**src/common/tssc_pkg.sv**
```systemverilog
// Package: state segment layout, register map, codes and status bits
package tssc_pkg;
  // ----------------------------------------------------------------
  // Register map (byte addresses)
  // ----------------------------------------------------------------
  localparam logic [11:0] A_CTRL    = 12'h000;
  localparam logic [11:0] A_NEWSEL  = 12'h004;
  localparam logic [11:0] A_GTBL    = 12'h008;
  localparam logic [11:0] A_STAT    = 12'h00C;
  localparam logic [11:0] A_TRSEL   = 12'h010;
  localparam logic [11:0] A_TRBASE  = 12'h014;
  localparam logic [11:0] A_TRLIM   = 12'h018;
  localparam logic [11:0] A_IOCHK   = 12'h01C;
  localparam logic [3:0]  A_CTX_PG  = 4'h1;
  // ----------------------------------------------------------------
  // State segment word indices (byte offset = 4 * index)
  // ----------------------------------------------------------------
  localparam int          CTX_WORDS = 26;
  localparam logic [4:0]  IDX_LINK  = 5'd0;
  localparam logic [4:0]  IDX_PDB   = 5'd7;
  localparam logic [4:0]  IDX_IPTR  = 5'd8;
  localparam logic [4:0]  IDX_FLAGS = 5'd9;
  localparam logic [4:0]  IDX_GS    = 5'd23;
  localparam logic [4:0]  IDX_LTSEL = 5'd24;
  localparam logic [4:0]  IDX_TRAP  = 5'd25;
  localparam logic [4:0]  IDX_LAST  = 5'd25;
  // ----------------------------------------------------------------
  // Field positions, codes and reset values
  // ----------------------------------------------------------------
  localparam int          NEST_BIT  = 14;
  localparam int          BUSY_BIT  = 9;
  localparam int          TRAP_BIT  = 0;
  localparam logic [3:0]  TYPE_AVAIL = 4'h9;
  localparam logic [3:0]  TYPE_BUSY  = 4'hB;
  localparam logic [19:0] MIN_LIMIT  = 20'h0_0067;
  localparam logic [31:0] TR_LIM_RST = 32'h0000_FFFF;
  localparam logic [11:0] PAGE_FILL  = 12'hFFF;
  // Status bits
  localparam int          ST_DONE = 0;
  localparam int          ST_GP   = 1;
  localparam int          ST_TS   = 2;
  localparam int          ST_NP   = 3;
  localparam int          ST_TRAP = 4;
  localparam int          ST_IODN = 5;

  typedef enum logic [2:0] {
    K_JMP = 3'd0, K_CALL = 3'd1, K_RETI = 3'd2, K_INTR = 3'd3, K_EXC = 3'd4, K_SEGLD = 3'd5
  } tssc_kind_t;
endpackage

```
**src/design/tssc_task_switch.sv**
```systemverilog
// Task state segment save, load and descriptor check engine
//
// The APB slave port and the register addresses were left to the implementer.
module tssc_task_switch (
  // Clock and reset
  input  wire logic        pclk,
  input  wire logic        presetn,
  // APB slave
  input  wire logic        psel,
  input  wire logic        penable,
  input  wire logic        pwrite,
  input  wire logic [11:0] paddr,
  input  wire logic [31:0] pwdata,
  output logic             pready,
  output logic [31:0]      prdata,
  output logic             pslverr,
  // Memory port
  output logic             mem_req,
  output logic             mem_we,
  output logic [31:0]      mem_addr,
  output logic [31:0]      mem_wdata,
  input  wire logic        mem_ack,
  input  wire logic [31:0] mem_rdata,
  // Status
  output logic             switch_active,
  output logic             general_protection_fault,
  output logic             invalid_state_segment_fault,
  output logic             debug_trap
);
  import tssc_pkg::*;

  // ----------------------------------------------------------------
  // State
  // ----------------------------------------------------------------
  typedef enum logic [3:0] {
    S_IDLE = 4'b0000, S_DLO = 4'b0001, S_DHI = 4'b0011, S_CHECK = 4'b0010,
    S_SAVE = 4'b0110, S_OHI = 4'b0111, S_OWR = 4'b0101, S_LOAD = 4'b0100,
    S_LINK = 4'b1100, S_NWR = 4'b1101, S_DONE = 4'b1111, S_FAULT = 4'b1110
  } tssc_st_t;

  typedef struct packed {
    tssc_st_t                    st;
    logic [4:0]                  idx;
    logic                        req;
    logic                        we;
    logic [31:0]                 addr;
    logic [31:0]                 wdata;
    logic [31:0]                 dlo;
    logic [31:0]                 dhi;
    logic [31:0]                 ohi;
    tssc_kind_t                  kind;
    logic                        m64;
    logic [1:0]                  priv;
    logic [15:0]                 nsel;
    logic [31:0]                 gtbl;
    logic [15:0]                 trsel;
    logic [31:0]                 trbase;
    logic [31:0]                 trlim;
    logic [5:0]                  stat;
    logic                        ready;
    logic                        act;
    logic [31:0]                 prdata;
    logic                        slverr;
    logic [CTX_WORDS-1:0][31:0]  ctx;
  } tssc_state_t;

  tssc_state_t s_r;
  tssc_state_t s_nxt;

  logic        gp_c;
  logic        ts_c;
  logic        np_c;
  logic        io_dn_c;
  logic        callish;
  logic        wr_acc;
  logic        done;
  logic        mem_st;
  logic        mem_w;
  logic [31:0] mem_a;
  logic [31:0] mem_d;
  logic [31:0] nbase;
  logic [31:0] odesc;
  logic [31:0] ndesc;
  logic [4:0]  ridx;
  logic [5:0]  clr;

  // ----------------------------------------------------------------
  // Checkers
  // ----------------------------------------------------------------
  tssc_desc_check u_desc (
    .kind                        (s_r.kind),
    .local_table_select          (s_r.nsel[2]),
    .mode64                      (s_r.m64),
    .current_privilege_level     (s_r.priv),
    .desc_lo                     (s_r.dlo),
    .desc_hi                     (s_r.dhi),
    .general_protection_fault    (gp_c),
    .invalid_state_segment_fault (ts_c),
    .not_present_fault           (np_c)
  );

  // Bitmap base lives in the upper half of the last loaded word
  tssc_io_limit u_io (
    .io_map_base   (s_r.ctx[IDX_TRAP][31:16]),
    .io_port       (pwdata[15:0]),
    .segment_limit (s_r.trlim),
    .io_denied     (io_dn_c)
  );

  // ----------------------------------------------------------------
  // Next-state logic
  // ----------------------------------------------------------------
  always_comb begin
    s_nxt   = s_r;
    callish = (s_r.kind == K_CALL) || (s_r.kind == K_INTR) || (s_r.kind == K_EXC);
    wr_acc  = psel && penable && s_r.ready && pwrite;
    done    = s_r.req && mem_ack;
    nbase   = {s_r.dhi[31:24], s_r.dhi[7:0], s_r.dlo[31:16]};
    odesc   = s_r.gtbl + {16'h0, s_r.trsel[15:3], 3'b000};
    ndesc   = s_r.gtbl + {16'h0, s_r.nsel[15:3], 3'b000};
    ridx    = paddr[6:2];
    clr     = 6'h00;
    mem_st  = 1'b0;
    mem_w   = 1'b0;
    mem_a   = 32'h0000_0000;
    mem_d   = 32'h0000_0000;

    // APB: one wait-free access, data prepared in the setup cycle
    s_nxt.ready  = psel && !penable;
    s_nxt.slverr = 1'b0;
    s_nxt.prdata = 32'h0000_0000;
    if (psel && !penable) begin
      unique case (paddr)
        A_CTRL:   s_nxt.prdata = {25'h0, s_r.priv, s_r.m64, s_r.kind, s_r.st != S_IDLE};
        A_NEWSEL: s_nxt.prdata = {16'h0, s_r.nsel};
        A_GTBL:   s_nxt.prdata = s_r.gtbl;
        A_STAT:   s_nxt.prdata = {26'h0, s_r.stat};
        A_TRSEL:  s_nxt.prdata = {16'h0, s_r.trsel};
        A_TRBASE: s_nxt.prdata = s_r.trbase;
        A_TRLIM:  s_nxt.prdata = s_r.trlim;
        A_IOCHK:  s_nxt.prdata = 32'h0000_0000;
        default: begin
          if (paddr[11:8] == A_CTX_PG && !paddr[7] && ridx <= IDX_LAST)
            s_nxt.prdata = s_r.ctx[ridx];
          else
            s_nxt.slverr = 1'b1;
        end
      endcase
    end

    // APB writes; control and context are frozen while a switch runs
    if (wr_acc) begin
      unique case (paddr)
        A_CTRL: begin
          if (s_r.st == S_IDLE) begin
            s_nxt.kind = tssc_kind_t'(pwdata[3:1]);
            s_nxt.m64  = pwdata[4];
            s_nxt.priv = pwdata[6:5];
            if (pwdata[0])
              s_nxt.st = S_DLO;
          end
        end
        A_NEWSEL: if (s_r.st == S_IDLE) s_nxt.nsel = pwdata[15:0];
        A_GTBL:   if (s_r.st == S_IDLE) s_nxt.gtbl = pwdata;
        A_STAT:   clr = pwdata[5:0];
        A_IOCHK:  s_nxt.stat[ST_IODN] = io_dn_c;
        default: begin
          if (paddr[11:8] == A_CTX_PG && !paddr[7] && ridx <= IDX_LAST
              && s_r.st == S_IDLE)
            s_nxt.ctx[ridx] = pwdata;
        end
      endcase
    end
    // Write-one clears; sequencer sets below override them
    s_nxt.stat = s_nxt.stat & ~clr;

    // Switch sequencer
    unique case (s_r.st)
      S_IDLE: begin
      end
      S_DLO: begin
        mem_st = 1'b1;
        mem_a  = ndesc;
        if (done) begin
          s_nxt.dlo = mem_rdata;
          s_nxt.st  = S_DHI;
        end
      end
      S_DHI: begin
        mem_st = 1'b1;
        mem_a  = ndesc + 32'h0000_0004;
        if (done) begin
          s_nxt.dhi = mem_rdata;
          s_nxt.st  = S_CHECK;
        end
      end
      S_CHECK: begin
        if (gp_c || ts_c || np_c) begin
          s_nxt.stat[ST_GP] = gp_c;
          s_nxt.stat[ST_TS] = ts_c;
          s_nxt.stat[ST_NP] = np_c;
          s_nxt.st = S_FAULT;
        end else if (s_r.kind == K_SEGLD) begin
          s_nxt.stat[ST_DONE] = 1'b1;
          s_nxt.st = S_IDLE;
        end else begin
          s_nxt.idx = IDX_IPTR;
          s_nxt.st  = S_SAVE;
        end
      end
      S_SAVE: begin
        // Dynamic words only; stack, paging root and table fields untouched
        mem_st = 1'b1;
        mem_w  = 1'b1;
        mem_a  = s_r.trbase + {25'h0, s_r.idx, 2'b00};
        mem_d  = s_r.ctx[s_r.idx];
        if (s_r.idx == IDX_FLAGS && s_r.kind == K_RETI)
          mem_d[NEST_BIT] = 1'b0;
        if (done) begin
          s_nxt.idx = s_r.idx + 5'd1;
          if (s_r.idx == IDX_GS)
            s_nxt.st = S_OHI;
        end
      end
      S_OHI: begin
        if (s_r.kind == K_JMP || s_r.kind == K_RETI) begin
          mem_st = 1'b1;
          mem_a  = odesc + 32'h0000_0004;
          if (done) begin
            s_nxt.ohi = mem_rdata;
            s_nxt.st  = S_OWR;
          end
        end else begin
          s_nxt.idx = IDX_LINK;
          s_nxt.st  = S_LOAD;
        end
      end
      S_OWR: begin
        mem_st = 1'b1;
        mem_w  = 1'b1;
        mem_a  = odesc + 32'h0000_0004;
        mem_d  = s_r.ohi;
        mem_d[BUSY_BIT] = 1'b0;
        if (done) begin
          s_nxt.idx = IDX_LINK;
          s_nxt.st  = S_LOAD;
        end
      end
      S_LOAD: begin
        // Static fields read here, no write path back to them
        mem_st = 1'b1;
        mem_a  = nbase + {25'h0, s_r.idx, 2'b00};
        if (done) begin
          s_nxt.ctx[s_r.idx] = mem_rdata;
          s_nxt.idx = s_r.idx + 5'd1;
          if (s_r.idx == IDX_LAST) begin
            s_nxt.st = S_LINK;
            if (callish)
              s_nxt.ctx[IDX_FLAGS][NEST_BIT] = 1'b1;
          end
        end
      end
      S_LINK: begin
        if (callish) begin
          mem_st = 1'b1;
          mem_w  = 1'b1;
          mem_a  = nbase;
          mem_d  = {16'h0, s_r.trsel};
          if (done) begin
            s_nxt.ctx[IDX_LINK] = {16'h0, s_r.trsel};
            s_nxt.st = S_NWR;
          end
        end else begin
          s_nxt.st = S_NWR;
        end
      end
      S_NWR: begin
        if (s_r.kind != K_RETI) begin
          mem_st = 1'b1;
          mem_w  = 1'b1;
          mem_a  = ndesc + 32'h0000_0004;
          mem_d  = s_r.dhi;
          mem_d[BUSY_BIT] = 1'b1;
          if (done)
            s_nxt.st = S_DONE;
        end else begin
          s_nxt.st = S_DONE;
        end
      end
      S_DONE: begin
        // Task register now points at the incoming segment
        s_nxt.trsel  = s_r.nsel;
        s_nxt.trbase = nbase;
        s_nxt.trlim  = s_r.dhi[23] ? {s_r.dhi[19:16], s_r.dlo[15:0], PAGE_FILL}
                                   : {12'h000, s_r.dhi[19:16], s_r.dlo[15:0]};
        s_nxt.stat[ST_DONE] = 1'b1;
        if (s_r.ctx[IDX_TRAP][TRAP_BIT])
          s_nxt.stat[ST_TRAP] = 1'b1;
        s_nxt.st = S_IDLE;
      end
      S_FAULT: begin
        s_nxt.st = S_IDLE;
      end
      default: begin
        s_nxt.st = S_IDLE;
      end
    endcase

    // Activity flag kept in a flop so the status pin never glitches
    s_nxt.act = (s_nxt.st != S_IDLE);

    // Memory handshake: request held until acknowledged
    if (done)
      s_nxt.req = 1'b0;
    else if (mem_st && !s_r.req) begin
      s_nxt.req   = 1'b1;
      s_nxt.we    = mem_w;
      s_nxt.addr  = mem_a;
      s_nxt.wdata = mem_d;
    end
  end

  // ----------------------------------------------------------------
  // State register
  // ----------------------------------------------------------------
  always_ff @(posedge pclk or negedge presetn) begin
    if (!presetn) begin
      s_r       <= '0;
      s_r.st    <= S_IDLE;
      s_r.kind  <= K_JMP;
      s_r.trlim <= TR_LIM_RST;
    end else begin
      s_r <= s_nxt;
    end
  end

  // Outputs straight from flops
  assign pready                      = s_r.ready;
  assign prdata                      = s_r.prdata;
  assign pslverr                     = s_r.slverr;
  assign mem_req                     = s_r.req;
  assign mem_we                      = s_r.we;
  assign mem_addr                    = s_r.addr;
  assign mem_wdata                   = s_r.wdata;
  assign switch_active               = s_r.act;
  assign general_protection_fault    = s_r.stat[ST_GP];
  assign invalid_state_segment_fault = s_r.stat[ST_TS];
  assign debug_trap                  = s_r.stat[ST_TRAP];

  // ----------------------------------------------------------------
  // Assertions
  // ----------------------------------------------------------------
  a_save_window: assert property (@(posedge pclk) disable iff (!presetn)
    s_r.req && s_r.st == S_SAVE |-> s_r.we && s_r.idx >= IDX_IPTR && s_r.idx <= IDX_GS
      && s_r.addr == s_r.trbase + {25'h0, s_r.idx, 2'b00})
    else $error("save outside dynamic words");
  a_link_kind: assert property (@(posedge pclk) disable iff (!presetn)
    s_r.req && s_r.st == S_LINK |-> s_r.kind inside {K_CALL, K_INTR, K_EXC})
    else $error("link written on wrong switch kind");
  a_local_sel: assert property (@(posedge pclk) disable iff (!presetn)
    s_r.st == S_CHECK && s_r.nsel[2] && s_r.kind == K_RETI && !s_r.m64
      |=> s_r.st == S_FAULT && s_r.stat[ST_TS])
    else $error("local selector not refused");
  a_min_limit: assert property (@(posedge pclk) disable iff (!presetn)
    s_r.st == S_CHECK && s_r.kind != K_SEGLD && !s_r.dhi[23]
      && {s_r.dhi[19:16], s_r.dlo[15:0]} < MIN_LIMIT |=> s_r.st == S_FAULT)
    else $error("short segment accepted");
  a_busy_clear: assert property (@(posedge pclk) disable iff (!presetn)
    s_r.req && s_r.st == S_OWR |-> !s_r.wdata[BUSY_BIT]
      && s_r.kind inside {K_JMP, K_RETI})
    else $error("old busy bit handling wrong");
  a_nested_flag: assert property (@(posedge pclk) disable iff (!presetn)
    s_r.st == S_LOAD && $past(s_r.st) == S_LOAD ##0 s_nxt.st == S_LINK ##1
      (s_r.kind inside {K_CALL, K_INTR, K_EXC}) |-> s_r.ctx[IDX_FLAGS][NEST_BIT])
    else $error("nested flag not set");
  a_no_64bit: assert property (@(posedge pclk) disable iff (!presetn)
    s_r.st == S_CHECK && s_r.m64 && s_r.kind != K_SEGLD
      |=> s_r.st == S_FAULT ##1 s_r.st == S_IDLE)
    else $error("switch in 64-bit mode");
  a_dpl_gate: assert property (@(posedge pclk) disable iff (!presetn)
    s_r.st == S_CHECK && s_r.kind == K_CALL && s_r.priv > s_r.dhi[14:13]
      |=> s_r.stat[ST_GP])
    else $error("privilege check missed");
  a_trap_cause: assert property (@(posedge pclk) disable iff (!presetn)
    $rose(s_r.stat[ST_TRAP]) |-> $past(s_r.st) == S_DONE
      && s_r.ctx[IDX_TRAP][TRAP_BIT])
    else $error("debug trap without cause");
endmodule

```
**src/design/tssc_desc_check.sv**
```systemverilog
// Descriptor validation for the selected state segment
module tssc_desc_check (
  // Request
  input  wire tssc_pkg::tssc_kind_t kind,
  input  wire logic                 local_table_select,
  input  wire logic                 mode64,
  input  wire logic [1:0]           current_privilege_level,
  // Descriptor words
  input  wire logic [31:0]          desc_lo,
  input  wire logic [31:0]          desc_hi,
  // Verdict
  output logic                      general_protection_fault,
  output logic                      invalid_state_segment_fault,
  output logic                      not_present_fault
);
  import tssc_pkg::*;
  logic [19:0] limit;
  logic [3:0]  typ;
  logic        is_seg;
  logic        ret_sw;

  // Priority ladder; the first failing check names the fault
  always_comb begin
    limit  = {desc_hi[19:16], desc_lo[15:0]};
    typ    = desc_hi[11:8];
    is_seg = !desc_hi[12] && (typ == TYPE_AVAIL || typ == TYPE_BUSY);
    ret_sw = (kind == K_RETI);
    general_protection_fault    = 1'b0;
    invalid_state_segment_fault = 1'b0;
    not_present_fault           = 1'b0;
    if (kind == K_SEGLD) begin
      general_protection_fault = is_seg;
    end else if (mode64) begin
      general_protection_fault = 1'b1;
    end else if (local_table_select || !is_seg) begin
      invalid_state_segment_fault = ret_sw;
      general_protection_fault    = !ret_sw;
    end else if ((kind == K_JMP || kind == K_CALL)
                 && current_privilege_level > desc_hi[14:13]) begin
      general_protection_fault = 1'b1;
    end else if (!desc_hi[15]) begin
      not_present_fault = 1'b1;
    end else if (!desc_hi[23] && limit < MIN_LIMIT) begin
      invalid_state_segment_fault = 1'b1;
    end else if (ret_sw ? (typ != TYPE_BUSY) : (typ != TYPE_AVAIL)) begin
      invalid_state_segment_fault = ret_sw;
      general_protection_fault    = !ret_sw;
    end
  end
endmodule

```
**src/design/tssc_io_limit.sv**
```systemverilog
// Limit check for a byte of the I/O permission bitmap
module tssc_io_limit (
  // Inputs
  input  wire logic [15:0] io_map_base,
  input  wire logic [15:0] io_port,
  input  wire logic [31:0] segment_limit,
  // Verdict
  output logic             io_denied
);
  logic [16:0] byte_off;

  // Bitmap byte for the port must lie inside the segment limit
  always_comb begin
    byte_off  = {1'b0, io_map_base} + {4'h0, io_port[15:3]};
    io_denied = ({15'h0, byte_off} > segment_limit);
  end
endmodule

```
**config.mk**
```make
export PLATFORM = sky130hd
export DESIGN_NAME = tssc_task_switch
export DESIGN_NICKNAME = d
export VERILOG_FILES = /design/src/common/tssc_pkg.sv /design/src/design/tssc_task_switch.sv /design/src/design/tssc_desc_check.sv /design/src/design/tssc_io_limit.sv
export SDC_FILE = /design/constraint.sdc
export NUM_CORES = 2
export LEC_CHECK = 0
export BUFFER_PORTS_ARGS = -buffer_cell sky130_fd_sc_hd__buf_2
export CAP_MARGIN = 5
export CORE_MARGIN = 2
export CORE_UTILIZATION = 58
export DETAILED_ROUTE_END_ITERATION = 10
export GPL_ROUTABILITY_DRIVEN = 1
export GPL_TIMING_DRIVEN = 0
export PLACE_DENSITY = 0.75
export REMOVE_ABC_BUFFERS = 1
export SYNTH_ARGS = -nofsm -noshare
export SYNTH_HDL_FRONTEND = slang
export SYNTH_SLANG_ARGS = --single-unit
```
**constraint.sdc**
```tcl
create_clock -name pclk -period 4.9 [get_ports pclk]
set_clock_uncertainty 0.1 [all_clocks]
set_input_delay 1.225 -clock pclk [delete_from_list [all_inputs] [get_ports pclk]]
set_output_delay 1.225 -clock pclk [all_outputs]
set_load 0.02 [all_outputs]
```
# ---- Yosys cells after proc, flatten, opt, wreduce, memory -nomap -nowiden
# Index checks and enable logic that the tools add are counted.
dict set report op_classes {
  n_addsub 8
  n_lt_le_gt_ge 8
  eq_ne 37
  muxes 96
  bitwise 3
  reduce_logical 49
}
# cell count
set op_table {}
lappend op_table {{$mux 832} 4}
lappend op_table {{$bwmux 832} 2}
lappend op_table {{$mux 800} 1}
lappend op_table {{$pmux 32 s8} 2}
lappend op_table {{$mux 32} 12}
lappend op_table {{$bmux 32 s5} 2}
lappend op_table {{$demux 32 s5} 2}
lappend op_table {{$pmux 32 s4} 1}
lappend op_table {{$mux 66} 1}
lappend op_table {{$add 32x16->32} 2}
lappend op_table {{$add 32x3->32 const B} 2}
lappend op_table {{$add 32x7->32} 2}
lappend op_table {{$pmux 32 s2} 1}
lappend op_table {{$mux 4} 15}
lappend op_table {{$eq 12x5->1 const B} 4}
lappend op_table {{$pmux 4 s10} 1}
lappend op_table {{$mux 1} 35}
lappend op_table {{$mux 33} 1}
lappend op_table {{$gt 17x32->1} 1}
lappend op_table {{$mux 9} 3}
lappend op_table {{$pmux 5 s5} 1}
lappend op_table {{$eq 12x4->1 const B} 2}
lappend op_table {{$eq 4x4->1 const B} 5}
lappend op_table {{$lt 20x7->1 const B} 1}
lappend op_table {{other kinds (43)} 98}
dict set report word_totals {
  register_bits 1178
  inputBits 82
  output_inout_bits 104
  wordCells 249
}

# ---- Longest topological paths before layout
dict set report logic_depth {
  word_depth 14
  mapped_depth 22
  ltp_nobuf 19
}

# ---- Modules after synthesis
# Synthesis repeated with hierarchy kept, for this count alone.
dict set report unflattened {
  cells_unflattened 7407
  area_unflattened_um2 72970.0
}
# mod n_inst cells_per_inst area_per_inst_um2 seq_area_each_um2
set modules_own_cells {}
lappend modules_own_cells {tssc_task_switch 1 7201 71501.1 29473.3}
lappend modules_own_cells {tssc_io_limit 1 171 1212.4 0.0}
lappend modules_own_cells {tssc_desc_check 1 35 256.5 0.0}

# ---- Worst setup path before layout
# OpenSTA, ideal clock, no wires.
dict set report synth_timing {
  kind {register to register}
  startpoint {reg s_r[1177] (netlist name)}
  endpoint {reg s_r, in the netlist mem_addr[20]}
  setup_ns 0.126
  t_arrival_ns 5.081
  t_required_ns 4.674
  setup_slack_ns -0.407
  stages_incl_launch_ff 22
  n_path_buf 5
  synth_period_minus_slack_ns 5.307
  cell_sequence {dfrtp_1 clkbuf_1 nor4b_1 clkbuf_1 buf_1 clkbuf_1 clkbuf_1 nand2_1 nand2_1 ha_1 inv_1 fa_1 nor2b_1 o31a_1 or2_2 nand2_1 a211oi_1 nand2_1 xnor2_1 a221oi_1 o21ai_0 o32a_1}
}
dict set report synth_between {
  elab_chain_cells 5
  word_cells_on_any_way 13
  classes_between {eq/ne (8); mux (2); reduce/logical (3)}
}
# element line_no
set synth_lines {}
lappend synth_lines {{start: declaration} tssc_task_switch.sv:67} ;# tssc_state_t s_r;
lappend synth_lines {{start signal: assignment} tssc_task_switch.sv:333} ;# s_r <= s_nxt;
lappend synth_lines {{$eq 4x3->1 (tied with other cells)} tssc_task_switch.sv:178} ;# unique case (s_r.st)
lappend synth_lines {{$reduce_or 5->1 (no line)} --}
lappend synth_lines {{$pmux 1 s4} tssc_task_switch.sv:178}
lappend synth_lines {{$logic_and 1x1->1} tssc_task_switch.sv:315} ;# else if (mem_st && !s_r.req) begin
lappend synth_lines {{$reduce_and 2->1 (no line)} --}
# Several ways; a longest one is shown, not always the timed one.
# A chain may end at the register's enable or synchronous reset.

==> impl_results.md <==
* Worst-Skew Late Latency at 0.80 ns
* GRT Total Usage at 50.2%
* Final Hold Fails at 0
* Hold buffer count at cts at 0
* Worst slew margin relative to its limit at -9.83%
* Max-cap violations at 3
* Largest net degree at the start of global routing at ~160
* Total number of vias at approximately 67000
* Metal2 WL at about 130000 microns
* Core area at 124000 sq um
* Starting Density at slightly below 60%
* Setup CP Type: register to register
* Post-synth EDFFs at 0
* Syn avg cell area at 9.91 sq um
* DRC viols at 22
* WL met3 at roughly 60000 microns
* Die Width at 358 microns
* Synth top area share at 40.0%
* PD cells at 258 nW/um^2
* Clock buffer depth at 3
* Dominant synthesized flop cell: dfrtp_1
* CP Capture Type: register
* Share of layout cells above drive strength 1 at 18.5%
* Root Buffer: clkbuf_16
* CTS H-tree depth at 3
* Internal Power at 15700 uW
* Num rows at 129
* Synthesized area at 72700 sq um
* Power share of the sequential group at around 47%
* Die area at ~130000 sq um
* Post-Route WL at ~320000 microns
* CP startpoint kind: register
* Vias in the first global route at 63700
* Setup ws final at -0.310 ns
* Met1 WL at 107000 microns
* Clock Sinks at approximately 1200
* Final Max Tran Viols at 34
* Final net count at 7175
* Synth top area cells: dfrtp_1 (40%), mux4_2 (12%), mux2i_1 (12%), nand2_1 (5.3%), o21ai_0 (4.2%)
* Switching pwr at 5130 uW
* Synth-to-layout area growth at 11.4%
* Status: finished, violations left
* Peak VDD IR at 0.000301 V
* FF-to-FF End: s_r[762]
* First-pass DRT Iterations at 11
* CP required at 5.39 ns
* Synth warn at 0
* Area after DPL at 76400 sq um
* DR top layer: met5
* Pleak at 0.0325 uW
* CP arrival at 5.70 ns
* Yosys cell types at 79
* Cell count after synthesis at 7334
* Post-route ant nets at 0
* TritonCTS clock tree: built
* First DRT Iteration DRCs at 13300
* CP endpoint: s_r[762]
* R2R Setup Slk at -0.31 ns
* HPWL Detailed at 216000 microns
* PortBufs at 185
* TritonCTS buffer count at between 100 and 150
* DR WL/cell at 37.0 microns
* First-pass GRT wire length at 458000 microns
* Least-Margin Pin Slew at 1.65 ns
* Synth Register Bits at 1177
* Worst Hold Class: primary input to asynchronous set/reset pin
* Reg2Reg Depth at 5
* Clock Power Share at 48.2%
* Design area at 81000 sq um
* Crit path from: s_r[1173]
* Final setup violation count at between 90 and 100
* Via/cell ratio at between 7 and 8
* Final min period at 5.21 ns
* Top cell type by total area after synthesis: dfrtp_1
* Die height at 358 microns
* Sw Ratio at 24.6%
* Remaining global-route overflow at 0
* Share of the yosys chip area belonging to registers at 40.6%
* Num ports at 186
* Max Clock Freq at 0.192 GHz
* Initial antenna violation count at 30
* Failing checks: design-rule violations, max-capacitance violations, max-slew violations, negative setup slack
* Critical R2R Launch: s_r[1173]
* RePlAce Congestion at roughly 1.0
* Power, Total at 20900 uW
* CTS clk-pin slew, worst paths at 0.07 ns
* Final Cycle Share at 106%
* Worst Path Max Fanout at 24
* Gate power share at 5.1%
* Async set-or-reset flop fraction in the synthesized netlist at 100%
[cells in the mapped netlist (all sizes together) (25+ instances only)]
cell type	number
nand2	1030
o211ai	31
o22ai	115
ha	68
xor2	30
nor4	26
nor3	65
a22oi	70
nor2b	25
nor2	597
nand3	92
buf	241
mux4	386
o21ai	619
a31oi	140
mux2	171
clkbuf	587
mux2i	851
xnor2	66
a221oi	34
dfrtp	1161
a222oi	60
a21oi	431
inv	60
o221ai	42
[sequential cells by signal, summed over array words and instances, names as in the netlist, 32 cells and up]
register,count
mem_wdata,32
s_r,1041
mem_addr,32
nbase,32
prdata,32
[final cells by class]
type	count	area [sq um]
multi-input cells	5272	40300
diodes	13	32.5
clock buffers	183	3600
fillers	9528	43000
well taps	1637	2050
flip-flops and latches	1177	29500
repair buffers	388	4660
inverters	61	241
clock inverters	41	618
[placed cells by master (no fill, tap or decap), types with 26 or more instances in the layout]
master | synthesis | layout
nor3_1 | 64 | 51
nor2_4 | 0 | 42
xor2_1 | 30 | 30
buf_2 | 40 | 177
a222oi_1 | 60 | 60
o211ai_1 | 30 | 30
inv_1 | 60 | 60
ha_1 | 68 | 67
nor2_1 | 597 | 545
a31oi_1 | 140 | 140
a221oi_1 | 33 | 32
nand2_1 | 1030 | 1022
a21oi_1 | 431 | 430
buf_12 | 0 | 66
xnor2_1 | 66 | 66
o21ai_0 | 614 | 609
o221ai_1 | 41 | 41
dfrtp_1 | 1161 | 1151
buf_6 | 0 | 26
clkbuf_16 | 0 | 121
nand3_1 | 92 | 74
mux2_2 | 171 | 171
clkbuf_1 | 587 | 28
a22oi_1 | 69 | 69
o22ai_1 | 115 | 115
mux2i_1 | 851 | 851
clkbuf_8 | 0 | 35
mux4_2 | 386 | 386
buf_16 | 0 | 55
buf_4 | 96 | 41
[per-stage QoR]
step	utilization (%)	hold WS (ns)	cells	setup TNS (ns)	setup slack, ns
after floorplan	-	0.349	6506	-5316.44	-6.74
after global placement	58.2	0.355	8328	-	-23.96
after detailed placement	61.6	0.360	8511	-431.91	-1.15
after CTS	65.1	0.294	8747	0	0.0267
after global routing	65.3	0.326	8763	-0.000786	-0.000786
final	65.3	0.242	8772	-10.19	-0.310
[power groups by stage]
stage | combinational [uW] | clock, uW | sequential, uW
2_1_floorplan | 196 | 0 | 9920
3_3_place_gp | 980 | 0 | 9930
3_5_place_dp | 997 | 0 | 9920
4_1_cts | 1000 | 9970 | 9740
5_1_grt | 1080 | 10400 | 9730
6_report | 1060 | 10100 | 9740
[worst min path at each step]
stage	slack (ns)	depth (start not counted)	endpoint
2_1_floorplan	0.35	2	s_r[1028]
3_3_place_gp	0.35	2	mem_we
3_5_place_dp	0.36	1	mem_wdata[15]
4_1_cts	0.29	1	s_r[294]
5_1_grt	0.33	1	s_r[135]
6_report	0.24	1	s_r[135]
[cell families (layout without fill, tap and decap cells)]
family                   count (synthesis)  after routing  synth area share [%]
AND/OR/NAND/NOR                       1974           1978                  11.2
AO/OA/AOI/OAI                         1718           1718                  14.3
multiplexers                          1408           1408                  26.3
flip-flops                            1177           1177                  40.6
buffers and inverters                  889            673                  5.16
XOR/XNOR                                96             96                  1.16
adder cells (fa/ha/maj)                 72             72                  1.28
other                                    0             13                     0
[per-layer routing]
layer / GRT usage [%] / up-vias
li1: - / 26100
met1: 60.7 / 32500
met2: 65.8 / 6603
met3: 27.2 / 1976
met4: 39.2 / 22
met5: 2.33 / -
[worst max-delay path: stages, from the launching register on]
cell     delay, ns
dfrtp_4       0.87
nand2_1       0.22
nor2_4        1.10
nand2_1       1.05
nor2_2        1.43
o22ai_1       0.20
[repair_timing]
item	in CTS	in global routing
gates cloned	4	0
setup buffers	8	7
endpoints found under the setup margin	488	97
gates resized for setup	21	21
pin swaps	4	5
No activity file was read; power rests on OpenSTA's default activity.
